--- src/acr_pkg.sv ---
// Package with register map, field layout, reset values and timing constants of the control bank.
package acr_pkg;

   // Register indices; the byte address on the bus is four times the index.
   localparam logic [5:0]  IDX_FMT        = 6'h00;
   localparam logic [5:0]  IDX_GAIN       = 6'h01;
   localparam logic [5:0]  IDX_DAC        = 6'h02;
   localparam logic [5:0]  IDX_RSVD       = 6'h0E;

   // Field positions in the format and rate register.
   localparam int          HPF_LSB        = 14;
   localparam int          WORD_LENGTH_SELECT_LSB       = 10;
   localparam int          FMT_LSB        = 8;
   localparam int          DACDIV_LSB     = 3;
   localparam int          ADCDIV_LSB     = 0;

   // Field positions in the headset gain register.
   localparam int          HSMUTE_BIT     = 15;
   localparam int          HSGAIN_LSB     = 8;
   localparam int          TARGET_LSB     = 5;
   localparam int          TC_LSB         = 1;
   localparam int          AGCEN_BIT      = 0;

   // Field positions in the DAC volume register.
   localparam int          LMUTE_BIT      = 15;
   localparam int          LVOL_LSB       = 8;
   localparam int          RMUTE_BIT      = 7;
   localparam int          RVOL_LSB       = 0;

   // Reset values and writable masks.
   localparam logic [15:0] FMT_RST        = 16'h0000;
   localparam logic [15:0] FMT_WMASK      = 16'hCF3F;
   localparam logic [15:0] GAIN_RST       = 16'hFF00;
   localparam logic [15:0] DAC_RST        = 16'hFFFF;
   localparam logic [15:0] RSVD_RST       = 16'hFF00;
   localparam logic [15:0] RSVD_WMASK     = 16'hFF00;
   localparam logic [6:0]  GAIN_MAX       = 7'h7F;

   // Clock rate and the millisecond time base derived from it.
   localparam int          CLK_FREQ_KHZ   = 200000;
   localparam int          TIME_BASE_MS   = 1;
   localparam int          MS_CYCLES      = CLK_FREQ_KHZ * TIME_BASE_MS;

   // Gain loop attack and decay times in milliseconds.
   localparam int          ATTACK_MS [4]  = '{8, 11, 16, 20};
   localparam int          DECAY_MS  [4]  = '{100, 200, 400, 500};

   // Gain loop targets as attenuation below full scale, in half-dB units.
   localparam int          TARGET_HDB [8] = '{11, 16, 20, 24, 28, 34, 40, 48};

   // Rate divisors expressed in ticks of a twice-reference-rate strobe.
   localparam int          RATE_HALF [8]  = '{2, 3, 4, 6, 8, 10, 11, 12};

   // Settings handed to the audio datapath.
   typedef struct packed {
      logic [1:0] hpf;
      logic [1:0] word_length_select;
      logic [1:0] fmt;
      logic [2:0] dac_div;
      logic [2:0] adc_div;
      logic [2:0] target;
      logic [3:0] tc;
      logic       agc_en;
      logic       l_mute;
      logic [6:0] l_vol;
      logic       r_mute;
      logic [6:0] r_vol;
   } acr_ctrl_t;

endpackage : acr_pkg

--- src/acr_rate_div.sv ---
// Fractional sample-rate divider producing a one-cycle sample strobe.
`timescale 1ns/1ps
module acr_rate_div (
   input  wire logic       clk,
   input  wire logic       rst_b,
   input  wire logic       tick2x,
   input  wire logic [2:0] code,
   output logic            sample_tick
);

   logic [3:0] cnt_q;
   logic       tick_q;
   wire  [3:0] last = 4'(acr_pkg::RATE_HALF[code] - 1);
   wire        wrap = tick2x & (cnt_q >= last);

   // Counting half periods of the reference lets 1.5 and 5.5 come out exact on average.
   always_ff @(posedge clk or negedge rst_b) begin
      if (!rst_b) begin
         cnt_q  <= 4'h0;
         tick_q <= 1'b0;
      end else begin
         tick_q <= wrap;
         if (wrap) begin
            cnt_q <= 4'h0;
         end else if (tick2x) begin
            cnt_q <= cnt_q + 4'h1;
         end
      end
   end

   assign sample_tick = tick_q;
endmodule : acr_rate_div

--- src/acr_agc.sv ---
// Automatic gain loop stepping the headset gain toward the target level.
`timescale 1ns/1ps
module acr_agc (
   input  wire logic       clk,
   input  wire logic       rst_b,
   input  wire logic       en,
   input  wire logic       ms_tick,
   input  wire logic [2:0] target,
   input  wire logic [3:0] tc,
   input  wire logic [6:0] level_attn,
   input  wire logic       level_valid,
   input  wire logic [6:0] load_gain,
   output logic [6:0]      gain
);

   logic [8:0] cnt_q;
   logic [6:0] gain_q;
   logic       loud_q;
   logic       quiet_q;
   wire  [6:0] tgt     = 7'(acr_pkg::TARGET_HDB[target]);
   wire  [8:0] att_end = 9'(acr_pkg::ATTACK_MS[tc[1:0]] - 1);
   wire  [8:0] dec_end = 9'(acr_pkg::DECAY_MS[tc[3:2]] - 1);
   wire  [8:0] lim     = loud_q ? att_end : dec_end;
   wire        step    = ms_tick & (loud_q | quiet_q) & (cnt_q >= lim);

   // Level is latched per sample so the loop sees a steady verdict between ms ticks.
   always_ff @(posedge clk or negedge rst_b) begin
      if (!rst_b) begin
         loud_q  <= 1'b0;
         quiet_q <= 1'b0;
      end else if (level_valid) begin
         loud_q  <= level_attn < tgt;
         quiet_q <= level_attn > tgt;
      end
   end

   // Times are in wall-clock ms, so they do not move with the sample rate.
   always_ff @(posedge clk or negedge rst_b) begin
      if (!rst_b) begin
         cnt_q  <= 9'h000;
         gain_q <= acr_pkg::GAIN_MAX;
      end else if (!en) begin
         cnt_q  <= 9'h000;
         gain_q <= load_gain;
      end else if (step) begin
         cnt_q <= 9'h000;
         if (loud_q && gain_q != 7'h00) begin
            gain_q <= gain_q - 7'h01;
         end else if (quiet_q && gain_q != acr_pkg::GAIN_MAX) begin
            gain_q <= gain_q + 7'h01;
         end
      end else if (ms_tick) begin
         cnt_q <= (loud_q | quiet_q) ? cnt_q + 9'h001 : 9'h000;
      end
   end

   assign gain = gain_q;
endmodule : acr_agc

--- src/acr_regs.sv ---
// APB register bank holding audio format, rate, headset gain and DAC volume controls.
//
// Contract
// - Bits 15:14 pick the ADC high-pass corner, or off at zero.
// - Bits 11:10 pick a 16, 20, 24 or 32-bit word, default 16.
// - Bits 9:8 pick I2S, DSP, right or left justified, default I2S.
// - Bits 5:3 divide the reference rate for the DAC sample strobe.
// - Bits 2:0 divide the reference rate for the ADC strobe, default one.
// - Headset mute bit 15 mutes the input and resets set.
// - Headset gain bits 14:8 give half-dB gain steps, reset all ones.
// - With the gain loop on and headset selected, reads return the applied gain.
// - Bits 7:5 pick the target output level of the gain loop.
// - Bits 4:1 pick attack and decay times in fixed milliseconds.
// - Bit 0 hands the gain stage to the loop; else software fields rule.
// - DAC bit 15 mutes the left channel and resets set.
// - DAC bits 14:8 set left attenuation in half-dB steps, reset maximum.
// - DAC bit 7 mutes the right channel and resets set.
// - DAC bits 6:0 set right attenuation in half-dB steps, reset maximum.
`timescale 1ns/1ps
module acr_regs #(
   parameter int MS_CYCLES = acr_pkg::MS_CYCLES
) (
   input  wire logic              clk,
   input  wire logic              rst_b,
   input  wire logic              psel,
   input  wire logic              penable,
   input  wire logic              pwrite,
   input  wire logic [7:0]        paddr,
   input  wire logic [31:0]       pwdata,
   input  wire logic [3:0]        pstrb,
   output logic [31:0]            prdata,
   output logic                   pready,
   output logic                   pslverr,
   input  wire logic              fsref2x_tick,
   input  wire logic              headset_selected,
   input  wire logic [6:0]        adc_level_attn,
   input  wire logic              adc_level_valid,
   output acr_pkg::acr_ctrl_t     ctrl,
   output logic                   pga_mute,
   output logic [6:0]             pga_gain,
   output logic                   dac_sample_tick,
   output logic                   adc_sample_tick
);

   localparam int MS_W = $clog2(MS_CYCLES + 1);

   logic [15:0]     fmt_q;
   logic [15:0]     gain_q;
   logic [15:0]     dac_q;
   logic [15:0]     rsvd_q;
   logic [31:0]     prdata_q;
   logic            pready_q;
   logic            pslverr_q;
   logic            pga_mute_q;
   logic [6:0]      pga_gain_q;
   logic [MS_W-1:0] ms_cnt_q;
   logic            ms_tick_q;
   logic [6:0]      agc_gain;

   // Bus phase decode; a write lands only on the completing access edge.
   wire        setup   = psel & ~penable;
   wire        done    = psel & penable & pready_q;
   wire        wr      = done & pwrite;
   wire [5:0]  idx     = paddr[7:2];
   wire        aligned = paddr[1:0] == 2'b00;
   wire        hit_fmt = aligned & (idx == acr_pkg::IDX_FMT);
   wire        hit_gn  = aligned & (idx == acr_pkg::IDX_GAIN);
   wire        hit_dac = aligned & (idx == acr_pkg::IDX_DAC);
   wire        hit_rsv = aligned & (idx == acr_pkg::IDX_RSVD);
   wire        mapped  = hit_fmt | hit_gn | hit_dac | hit_rsv;

   // Byte lanes 0 and 1 carry the 16-bit registers; upper lanes are ignored.
   wire [15:0] lane_m  = {{8{pstrb[1]}}, {8{pstrb[0]}}};
   wire [15:0] fmt_m   = lane_m & acr_pkg::FMT_WMASK;
   wire [15:0] rsv_m   = lane_m & acr_pkg::RSVD_WMASK;
   wire [15:0] fmt_d   = (fmt_q & ~fmt_m) | (pwdata[15:0] & fmt_m);
   wire [15:0] gain_d  = (gain_q & ~lane_m) | (pwdata[15:0] & lane_m);
   wire [15:0] dac_d   = (dac_q & ~lane_m) | (pwdata[15:0] & lane_m);
   // Any value is stored; keeping the byte all-ones is left to software.
   wire [15:0] rsvd_d  = (rsvd_q & ~rsv_m) | (pwdata[15:0] & rsv_m);

   // Applied-gain view replaces the software fields on read while the loop runs and the headset is selected.
   wire        agc_on    = gain_q[acr_pkg::AGCEN_BIT];
   wire        agc_view  = agc_on & headset_selected;
   wire [15:0] gain_rd   = agc_view ? {pga_mute_q, pga_gain_q, gain_q[7:0]} : gain_q;
   wire [15:0] rd_mux    = hit_fmt ? fmt_q :
                           hit_gn  ? gain_rd :
                           hit_dac ? dac_q :
                           hit_rsv ? rsvd_q : 16'h0000;

   // Gain stage source: the loop when enabled, the software fields otherwise.
   wire        pga_mute_d = agc_on ? 1'b0 : gain_q[acr_pkg::HSMUTE_BIT];
   wire [6:0]  pga_gain_d = agc_on ? agc_gain
                                   : gain_q[acr_pkg::HSGAIN_LSB +: 7];

   // Register storage; the reset values start every mute engaged.
   always_ff @(posedge clk or negedge rst_b) begin
      if (!rst_b) begin
         fmt_q  <= acr_pkg::FMT_RST;
         gain_q <= acr_pkg::GAIN_RST;
         dac_q  <= acr_pkg::DAC_RST;
         rsvd_q <= acr_pkg::RSVD_RST;
      end else if (wr) begin
         if (hit_fmt) begin
            fmt_q <= fmt_d;
         end
         if (hit_gn) begin
            gain_q <= gain_d;
         end
         if (hit_dac) begin
            dac_q <= dac_d;
         end
         if (hit_rsv) begin
            rsvd_q <= rsvd_d;
         end
      end
   end

   // Read data and the answer are prepared in setup, giving zero wait states.
   always_ff @(posedge clk or negedge rst_b) begin
      if (!rst_b) begin
         prdata_q  <= 32'h0000_0000;
         pready_q  <= 1'b0;
         pslverr_q <= 1'b0;
      end else begin
         pready_q  <= setup;
         pslverr_q <= setup & ~mapped;
         if (setup) begin
            prdata_q <= {16'h0000, rd_mux};
         end
      end
   end

   // Applied gain is registered so the analog stage never sees a decode glitch.
   always_ff @(posedge clk or negedge rst_b) begin
      if (!rst_b) begin
         pga_mute_q <= 1'b1;
         pga_gain_q <= acr_pkg::GAIN_MAX;
      end else begin
         pga_mute_q <= pga_mute_d;
         pga_gain_q <= pga_gain_d;
      end
   end

   // Millisecond time base for the gain loop, independent of audio rates.
   always_ff @(posedge clk or negedge rst_b) begin
      if (!rst_b) begin
         ms_cnt_q  <= '0;
         ms_tick_q <= 1'b0;
      end else if (ms_cnt_q == MS_W'(MS_CYCLES - 1)) begin
         ms_cnt_q  <= '0;
         ms_tick_q <= 1'b1;
      end else begin
         ms_cnt_q  <= ms_cnt_q + MS_W'(1);
         ms_tick_q <= 1'b0;
      end
   end

   acr_agc u_agc (
      .clk         (clk),
      .rst_b       (rst_b),
      .en          (agc_on),
      .ms_tick     (ms_tick_q),
      .target      (gain_q[acr_pkg::TARGET_LSB +: 3]),
      .tc          (gain_q[acr_pkg::TC_LSB +: 4]),
      .level_attn  (adc_level_attn),
      .level_valid (adc_level_valid),
      .load_gain   (gain_q[acr_pkg::HSGAIN_LSB +: 7]),
      .gain        (agc_gain)
   );

   acr_rate_div u_dac_div (
      .clk         (clk),
      .rst_b       (rst_b),
      .tick2x      (fsref2x_tick),
      .code        (fmt_q[acr_pkg::DACDIV_LSB +: 3]),
      .sample_tick (dac_sample_tick)
   );

   acr_rate_div u_adc_div (
      .clk         (clk),
      .rst_b       (rst_b),
      .tick2x      (fsref2x_tick),
      .code        (fmt_q[acr_pkg::ADCDIV_LSB +: 3]),
      .sample_tick (adc_sample_tick)
   );

   // Settings fan out straight from the register flops.
   assign ctrl.hpf     = fmt_q[acr_pkg::HPF_LSB +: 2];
   assign ctrl.word_length_select    = fmt_q[acr_pkg::WORD_LENGTH_SELECT_LSB +: 2];
   assign ctrl.fmt     = fmt_q[acr_pkg::FMT_LSB +: 2];
   assign ctrl.dac_div = fmt_q[acr_pkg::DACDIV_LSB +: 3];
   assign ctrl.adc_div = fmt_q[acr_pkg::ADCDIV_LSB +: 3];
   assign ctrl.target  = gain_q[acr_pkg::TARGET_LSB +: 3];
   assign ctrl.tc      = gain_q[acr_pkg::TC_LSB +: 4];
   assign ctrl.agc_en  = gain_q[acr_pkg::AGCEN_BIT];
   assign ctrl.l_mute  = dac_q[acr_pkg::LMUTE_BIT];
   assign ctrl.l_vol   = dac_q[acr_pkg::LVOL_LSB +: 7];
   assign ctrl.r_mute  = dac_q[acr_pkg::RMUTE_BIT];
   assign ctrl.r_vol   = dac_q[acr_pkg::RVOL_LSB +: 7];

   // Bus and gain outputs.
   assign prdata   = prdata_q;
   assign pready   = pready_q;
   assign pslverr  = pslverr_q;
   assign pga_mute = pga_mute_q;
   assign pga_gain = pga_gain_q;
endmodule : acr_regs

--- config.mk ---
export PLATFORM = sky130hd
export DESIGN_NAME = acr_regs
export DESIGN_NICKNAME = d
export VERILOG_FILES = /design/src/acr_pkg.sv /design/src/acr_rate_div.sv /design/src/acr_agc.sv /design/src/acr_regs.sv
export SDC_FILE = /design/constraint.sdc
export NUM_CORES = 1
export LEC_CHECK = 0
export BUFFER_PORTS_ARGS = -buffer_cell sky130_fd_sc_hd__buf_2
export CAP_MARGIN = 10
export CORE_UTILIZATION = 30
export DETAILED_ROUTE_END_ITERATION = 8
export PLACE_DENSITY = 0.49
export REMOVE_ABC_BUFFERS = 1
export SLEW_MARGIN = 0
export SYNTH_ARGS = -nofsm -noshare
export SYNTH_HDL_FRONTEND = slang
export SYNTH_SLANG_ARGS = --single-unit
--- constraint.sdc ---
create_clock -name clk -period 6.3 [get_ports clk]
set_clock_uncertainty 0.05 [all_clocks]
set_input_delay 0.315 -clock clk [delete_from_list [all_inputs] [get_ports clk]]
set_output_delay 0.315 -clock clk [all_outputs]
set_load 0.02 [all_outputs]
**Word-level counts from Yosys, hierarchy flattened**

Memory sizes are Yosys's and may differ from the RTL's.
Index checks and enable logic that the tools add are counted.

- Memories kept: 3
- Bits in read-only memories: 768
- Input bits: 59
- Word-level logic and storage cells: 135
- Bits in registers: 137

- Multiplexer cells: 34
- Add/sub/neg operators: 10
- Order comparisons: 10
- Reductions and logical operators: 12
- Eq/ne operators: 8
- Bitwise gates (word level): 39

Memories:

| memory | words | bits a word | rd ports | clocked after Yosys merged registers in | wr ports | RTL line | source |
|---|---|---|---|---|---|---|---|
| (name not given) | 8 | 32 | 1 | 0 | 0 | acr_agc.sv:20 | `wire [6:0] tgt = 7'(acr_pkg::TARGET_HDB[target]);` |
| (name not given) | 8 | 32 | 1 | 0 | 0 | acr_rate_div.sv:13 | `wire [3:0] last = 4'(acr_pkg::RATE_HALF[code] - 1);` |
| (name not given) | 8 | 32 | 1 | 0 | 0 | acr_rate_div.sv:13 |  |

Operator list:

| operator | number |
|---|---|
| $bmux W32 S2 | 2 |
| $and A16 B16 Y16 | 7 |
| $mux W9 | 9 |
| $mux W16 | 5 |
| $or A16 B16 Y16 | 4 |
| $mux W7 | 7 |
| $not A16 Y16 | 3 |
| $mux W4 | 8 |
| $add A18 B1 Y18 const B | 1 |
| $eq A18 B18 Y1 const B | 1 |
| $mux W18 | 1 |
| $sub A9 B2 Y9 const B | 2 |
| $and A1 B1 Y1 | 14 |
| $ge A4 B4 Y1 const B | 3 |
| $not A3 Y4 | 3 |
| $reduce_and A2 Y1 | 5 |
| $add A9 B1 Y9 const B | 1 |
| $ge A9 B9 Y1 | 1 |
| $add A4 B1 Y4 const B | 2 |
| $ge A4 B4 Y1 | 2 |
| $sub A4 B2 Y4 const B | 2 |
| $add A7 B1 Y7 const B | 1 |
| $gt A7 B7 Y1 | 1 |
| $lt A7 B7 Y1 | 1 |
| other kinds (17) | 27 |

**Logic depth before layout (Yosys ltp)**

Gate-level depths: netlist of the first run.

- Word-level depth: 10
- Mapped depth: 16
- Gate-level depth less buffers: 15

**Cells and area by module**

Synthesis of the first run repeated with hierarchy kept, for this count alone.

- Cell total of the unflattened synthesis: 659
- Area, all modules: 7,263.2 um^2

By module, submodules not included:

| module | sequential area each (um^2) | cells an instance | area each (um^2) | instances |
|---|---|---|---|---|
| acr_regs | 2,477.4 | 371 | 4,535.6 | 1 |
| acr_agc | 459.2 | 200 | 1,836.8 | 1 |
| acr_rate_div | 125.1 | 44 | 445.4 | 2 |

**Worst setup path after synthesis of the first run**

Ideal clock, no wire load.

- Path type: register -> register
- Start point: reg (tool-made name)
- End point: reg u_agc.gain_q[6] (netlist: u_agc.gain[6])
- Stages on the path, launching flop included: 17
- Buffers on the path: 1
- Setup slack: 2.941 ns
- Library setup time: 0.085 ns
- Data arrival time: 3.224 ns
- Data required time: 6.165 ns
- Cells stage by stage: dfrtp_1 inv_1 ha_1 nor2_1 a31oi_1 ha_1 nand4_1 xor2_1 nand2b_1 ha_1 a21oi_1 nand2_1 a21oi_1 a221o_1 buf_6 mux2_1 mux2_1

RTL lines:

| element | RTL line | source |
|---|---|---|
| end signal, assigned | acr_agc.sv:41 | `gain_q <= acr_pkg::GAIN_MAX;` |
| end signal, assigned | acr_agc.sv:44 | `gain_q <= load_gain;` |
| end signal, assigned | acr_agc.sv:48 | `gain_q <= gain_q - 7'h01;` |
| end, declared | acr_agc.sv:17 | `logic [6:0] gain_q;` |

==> out/results.tsv, run 1 <==
metric	value	unit
viasPerCell	4.87	
synth_cells	646	
fp.dieH	155	um
cts_root_buffer	clkbuf_16	
worstPathRequired	6.60	ns
syn_avg_cell_area	10.8	um2
grt_pass1_vias	4893	
power.density	252	nW/um2
holdWs	0.0709	ns
synth-compound-area-share	0.118	
critPathCaptureType	flop	
layout_common_cells	buf_2 (103), dfrtp_1 (78), mux2_2 (67)	
routabilityCongestion	0.773	
synth_adder_area_share	0.0888	
endpoint	u_agc.gain[6]$_DFFE_PN1P_	
r2r-end	u_agc.gain[6]$_DFFE_PN1P_	
overflow	0	
numClockSinks	125	
portBuffers	104	
ys_seq_elements	125	
nFillCells	2303	
synthMuxAreaShare	0.127	
dpl-instance-area	7680	um2
fin_area	8330	um2
yosysUniqueCellTypes	58	
ys.flop_type	dfrtp_1	
area_delta_synth_final	19.3	%
dieArea	23900	um2
antenna_left	0	
clock_latency	0.42	ns
cts_made_buffers	17	
antenna_found_initial	1	
synth_edf_count	0	
syn_area	6990	um2
slew_headroom	0.252	
pin_count	139	
grt_max_degree	71	
cp.arrival	4.21	ns
cap_violations	0	
reg2reg_depth	15	
ir_drop	0.000187	V
setup_tns	0	ns
rows	55	
initial_core_util	0.308	
fin_ws	2.39	ns
cts_buffer_depth	2	
dp_slack	2.39	ns
p_leak	3.96	nW
hold_violations	0	
path_max_fanout	10	
cts_tree	built	
core	22700	um2
grt_pass1_wl	27.5	mm
synth_simple_gate_area_frac	0.124	
yosysWarnings	0	
synth_sequential_area_ratio	0.456	
outcome	finished, final reports clean	
wire_per_inst	16.5	um
layout_commonest_cell	buf_2	
criticalPathCategory	reg -> reg	
drt-initial-drc-count	350	
path_clk_slew	0.06	ns
ctsHoldBuffers	1	
wl	17.2	mm
nets	851	
ctsResizeCount	0	
dp_hpwl	12.3	mm
rsz0062_at_grt	false	
drc_errors	0	
first_pass_iters	8	
fin_crit_sh	0.621	
drive_gt1_frac	0.344	
synth_top_family_by_area	multiplexers	
min_period	3.91	ns
r2r_setup_slack	2.39	ns
start_kind	flop	
grt_use_total	0.151	
async_flop_share	1.00	
final-max-slew-violation-count	0	
htree_levels	4	
die_w	155	um
synth-xor-area-share	0.0326	
setup-violations-final	0	
worst_pin_slew	1.12	ns
fmax	256	MHz
postCtsSetupBuffers	0	
hold_class	in -> reg	
vias	5072	
-- worst min-delay path by stage --
stage / startpoint / to / depth (start not counted)
final: adc_level_valid / u_agc.quiet_q$_DFFE_PN0P_ / 2
after global routing: adc_level_valid / u_agc.quiet_q$_DFFE_PN0P_ / 2
after CTS: adc_level_valid / u_agc.quiet_q$_DFFE_PN0P_ / 2
after detailed placement: rst_b / prdata[9]$_DFFE_PN0P_ / 1
after global placement: rst_b / prdata[9]$_DFFE_PN0P_ / 1
after floorplan: rst_b / async pin / 0
-- report_power, final --
group / internal, mW / total, mW / switching, mW / leakage [nW]
clock network: 0.671 / 1.05 / 0.381 / 0.303
logic: 0.0804 / 0.198 / 0.118 / 2.11
registers: 0.828 / 0.848 / 0.0207 / 1.55
-- cells by family (layout without fill, tap and decap cells) --
family,count (synthesis),count (layout)
buffers and inverters,73,168
adder cells (fa/ha/maj),49,49
other,1,17
multiplexers,80,80
AO/OA/AOI/OAI,122,122
XOR/XNOR,26,26
AND/OR/NAND/NOR,170,170
flip-flops,125,125
-- critical path, stage by stage, from the launching register on --
cell,delay (ns)
dfrtp_1,0.47
inv_1,0.11
ha_1,0.36
nor2_1,0.05
a31oi_1,0.23
ha_1,0.23
nand4_1,0.11
xor2_1,0.14
nand2b_1,0.07
ha_1,0.30
a21oi_1,0.15
nand2_1,0.07
a21oi_1,0.37
a221o_1,0.49
mux2_1,0.36
mux2_1,0.29
-- per-stage QoR --
step | power [mW] | util | cells
floorplan | 0.987 | - | 615
global placement | 1.06 | 0.338 | 1008
detailed placement | 1.06 | 0.338 | 1008
CTS | 2.13 | 0.367 | 1041
global route | 2.20 | 0.367 | 1041
finish | 2.10 | 0.367 | 1042
-- layer usage --
layer | vias to the layer above | track usage | wire length [um] | share of wire
met3 | 15 | 0.0367 | 752 | 0.044
met5 | - | 0 | 0 | 0
met1 | 2477 | 0.202 | 8130 | 0.47
li1 | 2481 | - | - | -
met4 | 0 | 0.0528 | 193 | 0.011
met2 | 99 | 0.236 | 8130 | 0.47
-- synthesized netlist by cell type, drive strengths merged, types with 16 or more instances --
cell	count	area share
ha	48	0.086
nand2	37	0.020
o21ai	38	0.027
nand3	23	0.016
mux2	69	0.11
a21oi	16	0.011
clkbuf	18	0.0097
nor2	41	0.022
buf	28	0.029
dfstp	47	0.18
inv	27	0.015
dfrtp	78	0.28
-- layout make-up --
| cell class | count | area, um2 | area share |
|---|---|---|---|
| multi-input combinational | 463 | 3490 | 0.418 |
| sequential | 125 | 3190 | 0.382 |
| timing repair buffer | 109 | 563 | 0.0676 |
| clock buffer | 20 | 479 | 0.0575 |
| tap | 285 | 357 | 0.0428 |
| clock inverter | 12 | 158 | 0.0189 |
| inverter | 27 | 101 | 0.0122 |
| antenna | 1 | 2.50 | 0.000300 |
(Power assumes the default switching activity.)
==> run 2: changes to the inputs <==
- clock period: 6.3 -> 4 ns (I/O delays scaled with it)
==> run 2 against run 1 <==
Effect of this change:
- count of clock-buffer cells in the layout is 3 lower
- core utilization is 0.64 points higher
- critical endpoint unchanged
- setup slack worse by 2.0 ns
- flip-flop and latch count stayed put
- combinational power is 65% higher
- via count is 1.9% higher
- largest power group unchanged
==> out/results.tsv, run 2 (synthesized netlist as in run 1, its figures left out) <==
metric	value	unit	change
instances_no_fill	1058		+1.5%
cts_buffer_depth	2		unchanged
grt_max_degree	70		-1.4%
first_pass_iters	6		-2
viasPerCell	4.88		+0.35%
vias	5168		+1.9%
drive_gt1_frac	0.344		about the same
place_inst	1012		+0.40%
crit_slowest_cell	dfrtp_1		
cts_root_buffer	clkbuf_16		
nFillCells	2272		-1.3%
pin_count	139		unchanged
ctsResizeCount	0		unchanged
finalPower	3.33	mW	+58%
area_delta_synth_final	21.4	%	
final-max-slew-violation-count	0		unchanged
setup-violations-final	0		unchanged
worstPathRequired	4.29	ns	-2.31 ns
overflow	0		unchanged
start_kind	flop		
layout_commonest_cell	buf_2		
rsz0062_at_grt	false		
portBuffers	104		unchanged
cp.arrival	3.91	ns	-0.30 ns
nets	865		+1.6%
die_w	155	um	unchanged
hold_class	in -> reg		
grt_use_total	0.150		-0.000783
outcome	finished, final reports clean		
grt_pass1_vias	5032		+2.8%
dieArea	23900	um2	unchanged
numClockSinks	125		unchanged
cpPeakStageDelay	0.43	ns	-0.06 ns
path_common_cell	ha_1		
core	22700	um2	unchanged
wire_per_inst	16.1	um	-2.5%
fin_crit_sh	0.905		+0.284
fmax	276	MHz	+8.0%
clock_latency	0.42	ns	about the same
wl	17.0	mm	-1.0%
path_max_fanout	6		-4
critPathCaptureType	flop		
min_period	3.62	ns	-0.290 ns
cts_made_buffers	17		unchanged
cap_violations	0		unchanged
dp_hpwl	12.3	mm	+0.31%
routabilityCongestion	0.781		+1.0%
antenna_found_initial	3		+2
criticalPathCategory	reg -> reg		
path_cells	inv_1 -> ha_1 -> nor2_1 -> a31oi_1 -> ha_1 -> nand4_1 -> xor2_1 -> nand2b_1 -> ha_1 -> a21oi_1 -> nand2_1 -> a21oi_1 -> a221o_1 -> mux2_1 -> mux2_1		
grt_pass1_wl	27.6	mm	+0.15%
drc_errors	0		unchanged
fp.dieH	155	um	unchanged
min-delay-start	pwdata[9]		
initial_core_util	0.308		unchanged
ir_drop	0.000291	V	+55%
setup_tns	0	ns	unchanged
cts_tree	built		
rows	55		unchanged
drt-initial-drc-count	249		-29%
power.density	392	nW/um2	+56%
p_leak	4.03	nW	+1.6%
htree_levels	4		unchanged
layout_common_cells	buf_2 (103), dfrtp_1 (78), mux2_2 (67)		
path_clk_slew	0.06	ns	about the same
worst_pin_slew	1.08	ns	-0.0326 ns
slew_headroom	0.274		+0.0219
antenna_left	0		unchanged
hold_violations	0		unchanged
[run 2: cell types whose count changed in the layout (fill, tap and decap cells not counted), moves of 2 or more]
| cell | change |
|---|---|
| dlygate4sd3_1 | +10 |
| buf_4 | +3 |
| inv_6 | +3 |
| clkbuf_16 | -2 |
| clkinv_2 | -2 |
| diode_2 | +2 |
[run 2: per-layer routing]
layer / track usage / wire (um) / part of all wire / vias to the layer above
li1: - / - / - / 2518
met1: 0.200 / 8020 / 0.47 / 2548
met2: 0.237 / 8090 / 0.48 / 90
met3: 0.0373 / 689 / 0.040 / 12
met4: 0.0519 / 219 / 0.013 / 0
met5: 0 / 0 / 0 / -
[run 2: area by class of cell]
class | instances | area [um2] | area share
Multi-Input combinational cell | 463 | 3490 | 0.411
Sequential cell | 125 | 3190 | 0.376
Timing Repair Buffer | 123 | 706 | 0.0832
Clock buffer | 17 | 425 | 0.0502
Tap cell | 285 | 357 | 0.0420
Clock inverter | 15 | 210 | 0.0248
Inverter | 27 | 101 | 0.0120
Antenna cell | 3 | 7.51 | 0.000885
[run 2: where the power goes]
part / total [mW] / switching (mW) / internal [mW] / leakage [nW]
registers: 1.34 / 0.0327 / 1.30 / 1.55
clock network: 1.66 / 0.612 / 1.05 / 0.301
logic: 0.326 / 0.190 / 0.136 / 2.18
[run 2: final timing paths]
kind / end / slack (ns) / depth (start not counted)
max in group asynchronous: async pin / 2.59 / 3
min in group asynchronous: prdata[9]$_DFFE_PN0P_ / 0.41 / 2
max reg2reg: u_agc.gain[6]$_DFFE_PN1P_ / 0.38 / 15
min reg2reg: ms_cnt_q[0]$_DFF_PN0_ / 0.41 / 1
max: u_agc.gain[6]$_DFFE_PN1P_ / 0.38 / 15
min: flop / 0.02 / 2
[run 2: critical path, delay by kind of cell, from the launching register on]
| family | cells | cell delay (ns) |
|---|---|---|
| mux | 2 | 0.61 |
| fa+ha+maj | 3 | 0.89 |
| simple gates | 4 | 0.29 |
| flops | 1 | 0.43 |
| xor+xnor | 1 | 0.16 |
| buf+inv | 1 | 0.14 |
| compound gates | 4 | 0.97 |
[run 2: stage by stage]
step | util | area, um2 | hold WS (ns) | worst slack, ns
floorplan | - | 6770 | -0.146 | 0.397
global placement | 0.340 | 7730 | 0.355 | 0.445
global route | 0.373 | 8480 | 0.0130 | 0.000633
detailed placement | 0.340 | 7730 | 0.346 | 0.383
finish | 0.373 | 8480 | 0.0213 | 0.380
CTS | 0.373 | 8470 | 0.00202 | 0.379
[run 2: repair_timing]
action / 4_1_cts / 5_1_grt
endpoints found under the hold margin: 49 / 0
hold buffers: 11 / 0
buffers inserted: 0 / 0
==> run 3: changes to the inputs <==
- CELL_PAD_IN_SITES_DETAIL_PLACEMENT: not set -> 0
- CELL_PAD_IN_SITES_GLOBAL_PLACEMENT: not set -> 2
- PLACE_DENSITY: 0.49 -> 0.7
==> run 3 against run 2 <==
Effect of this change:
- final cell count shrank 0.38%
- final area is 1.0% lower
- largest cell class unchanged
- highest routed layer unchanged
- via count grew 0.35%
==> out/results.tsv, run 3 (synthesized netlist as in run 1, its figures left out) <==
metric	value	unit	change
ir_drop	0.000275	V	-5.5%
cap_violations	0		unchanged
initial_core_util	0.308		unchanged
wire_per_inst	17.0	um	+5.9%
worstPathRequired	4.30	ns	about the same
vias	5186		+0.35%
cts_buffer_depth	2		unchanged
combPwrFrac	0.105		+0.007
pin_count	139		unchanged
path_clk_slew	0.06	ns	about the same
diodes	0		-3
htree_levels	4		unchanged
antenna_left	0		unchanged
drive_gt1_frac	0.342		-0.00215
grt_use_total	0.158		+0.00820
grt_max_degree	68		-2.9%
nets	864		-0.12%
fp.dieH	155	um	unchanged
start_kind	flop		
fmax	279	MHz	+1.1%
grt_pass1_wl	29.2	mm	+6.1%
endpoint	u_agc.gain[6]$_DFFE_PN1P_		
area_delta_synth_final	20.2	%	
layout_common_cells	buf_2 (103), dfrtp_1 (78), mux2_2 (67)		
min_period	3.58	ns	-0.0384 ns
setup_tns	0	ns	unchanged
drt-initial-drc-count	271		+8.8%
wl	18.0	mm	+5.5%
routabilityCongestion	0.812		+3.9%
r2r_setup_slack	0.42	ns	+0.04 ns
cts_tree	built		
fin_area	8400	um2	-1.0%
cp.arrival	3.88	ns	-0.03 ns
drc_errors	0		unchanged
fin_crit_sh	0.895		-0.00961
final-max-slew-violation-count	0		unchanged
outcome	finished, final reports clean		
reg2reg_depth	15		unchanged
grt_pass1_vias	5232		+4.0%
p_leak	4.00	nW	-0.72%
worst_pin_slew	0.870	ns	-0.213 ns
rsz0062_at_grt	false		
r2r-end	u_agc.gain[6]$_DFFE_PN1P_		
postCtsSetupBuffers	0		unchanged
clock_latency	0.42	ns	about the same
internal_power	2.37	mW	-5.1%
hold_class	in -> reg		
cts_made_buffers	17		unchanged
pwr-share-clk	0.474		-0.026
slew_headroom	0.418		+0.144
layout_commonest_cell	buf_2		
seq_power_share	0.421		+0.019
power.switching	802	uW	-3.9%
ctsHoldBuffers	10		-1
power.density	377	nW/um2	-3.8%
ctsResizeCount	0		unchanged
dieArea	23900	um2	unchanged
dp_hpwl	13.0	mm	+5.3%
dpl-instance-area	7730	um2	unchanged
antenna_found_initial	1		-2
cts_root_buffer	clkbuf_16		
criticalPathCategory	reg -> reg		
critPathCaptureType	flop		
setup-violations-final	0		unchanged
viasPerCell	4.92		+0.73%
path_max_fanout	6		unchanged
overflow	0		unchanged
first_pass_iters	5		-1
die_w	155	um	unchanged
core	22700	um2	unchanged
swShare	0.253		+0.00240
rows	55		unchanged
numClockSinks	125		unchanged
portBuffers	104		unchanged
hold_violations	0		unchanged
run 3: changes by cell type in the layout (fill, tap and decap cells not counted):
cell,delta
inv_6,-4
clkinv_2,+6
diode_2,-3
clkbuf_1,+2
clkinv_4,-2
inv_4,-1
bufinv_16,-2
clkbuf_8,+1
dlygate4sd3_1,-1
run 3: area by class of cell:
type	instances	area, um2
Clock inverter	12	121
Fill cell	2296	14300
Timing Repair Buffer	122	696
Sequential cell	125	3190
Inverter	27	101
Tap cell	285	357
Multi-Input combinational cell	463	3490
Clock buffer	20	447
run 3: worst min-delay path by stage:
stage	start	endpoint	slack, ns	cells after the start
3_5_place_dp	rst_b	u_agc.cnt_q[7]$_DFFE_PN0P_	0.30	1
2_1_floorplan	rst_b	async pin	-0.15	0
3_3_place_gp	rst_b	u_agc.cnt_q[7]$_DFFE_PN0P_	0.29	1
5_1_grt	pwdata[15]	flop	0.02	2
4_1_cts	pwdata[15]	flop	0.0002	2
6_report	pwdata[15]	flop	0.02	2
run 3: through the flow:
stage | power [mW] | util | worst slack (ns) | instances | hold slack, ns
floorplan | 1.55 | - | 0.397 | 615 | -0.146
global placement | 1.67 | 0.340 | 0.466 | 1012 | 0.287
detailed placement | 1.68 | 0.340 | 0.431 | 1012 | 0.296
CTS | 3.22 | 0.370 | 0.398 | 1054 | 0.000214
global route | 3.31 | 0.370 | 0.0697 | 1054 | 0.0171
finish | 3.17 | 0.370 | 0.419 | 1054 | 0.0219
run 3: metal layers:
| layer | up-vias | part of all wire | track usage |
|---|---|---|---|
| met3 | 14 | 0.036 | 0.0345 |
| met4 | 0 | 0.011 | 0.0504 |
| met5 | - | 0 | 0 |
| met2 | 90 | 0.48 | 0.256 |
| met1 | 2578 | 0.47 | 0.210 |
| li1 | 2504 | - | - |
run 3: power groups by stage:
stage / Clock, mW / Combinational, mW / Sequential, mW
after CTS: 1.54 / 0.338 / 1.34
final: 1.50 / 0.332 / 1.34
after floorplan: 0 / 0.192 / 1.36
after global placement: 0 / 0.316 / 1.35
after global routing: 1.59 / 0.378 / 1.34
after detailed placement: 0 / 0.328 / 1.36
run 3: worst max-delay path: stages (launching register included):
cell and delay [ns]:
dfrtp_1 0.43, inv_1 0.15, ha_1 0.36, nor2_1 0.05, a31oi_1 0.21, ha_1 0.22
nand4_1 0.11, xor2_1 0.14, nand2b_1 0.07, ha_1 0.30, a21oi_1 0.15, nand2_1 0.06
a21oi_1 0.34, a221o_1 0.25, mux2_1 0.33, mux2_1 0.29
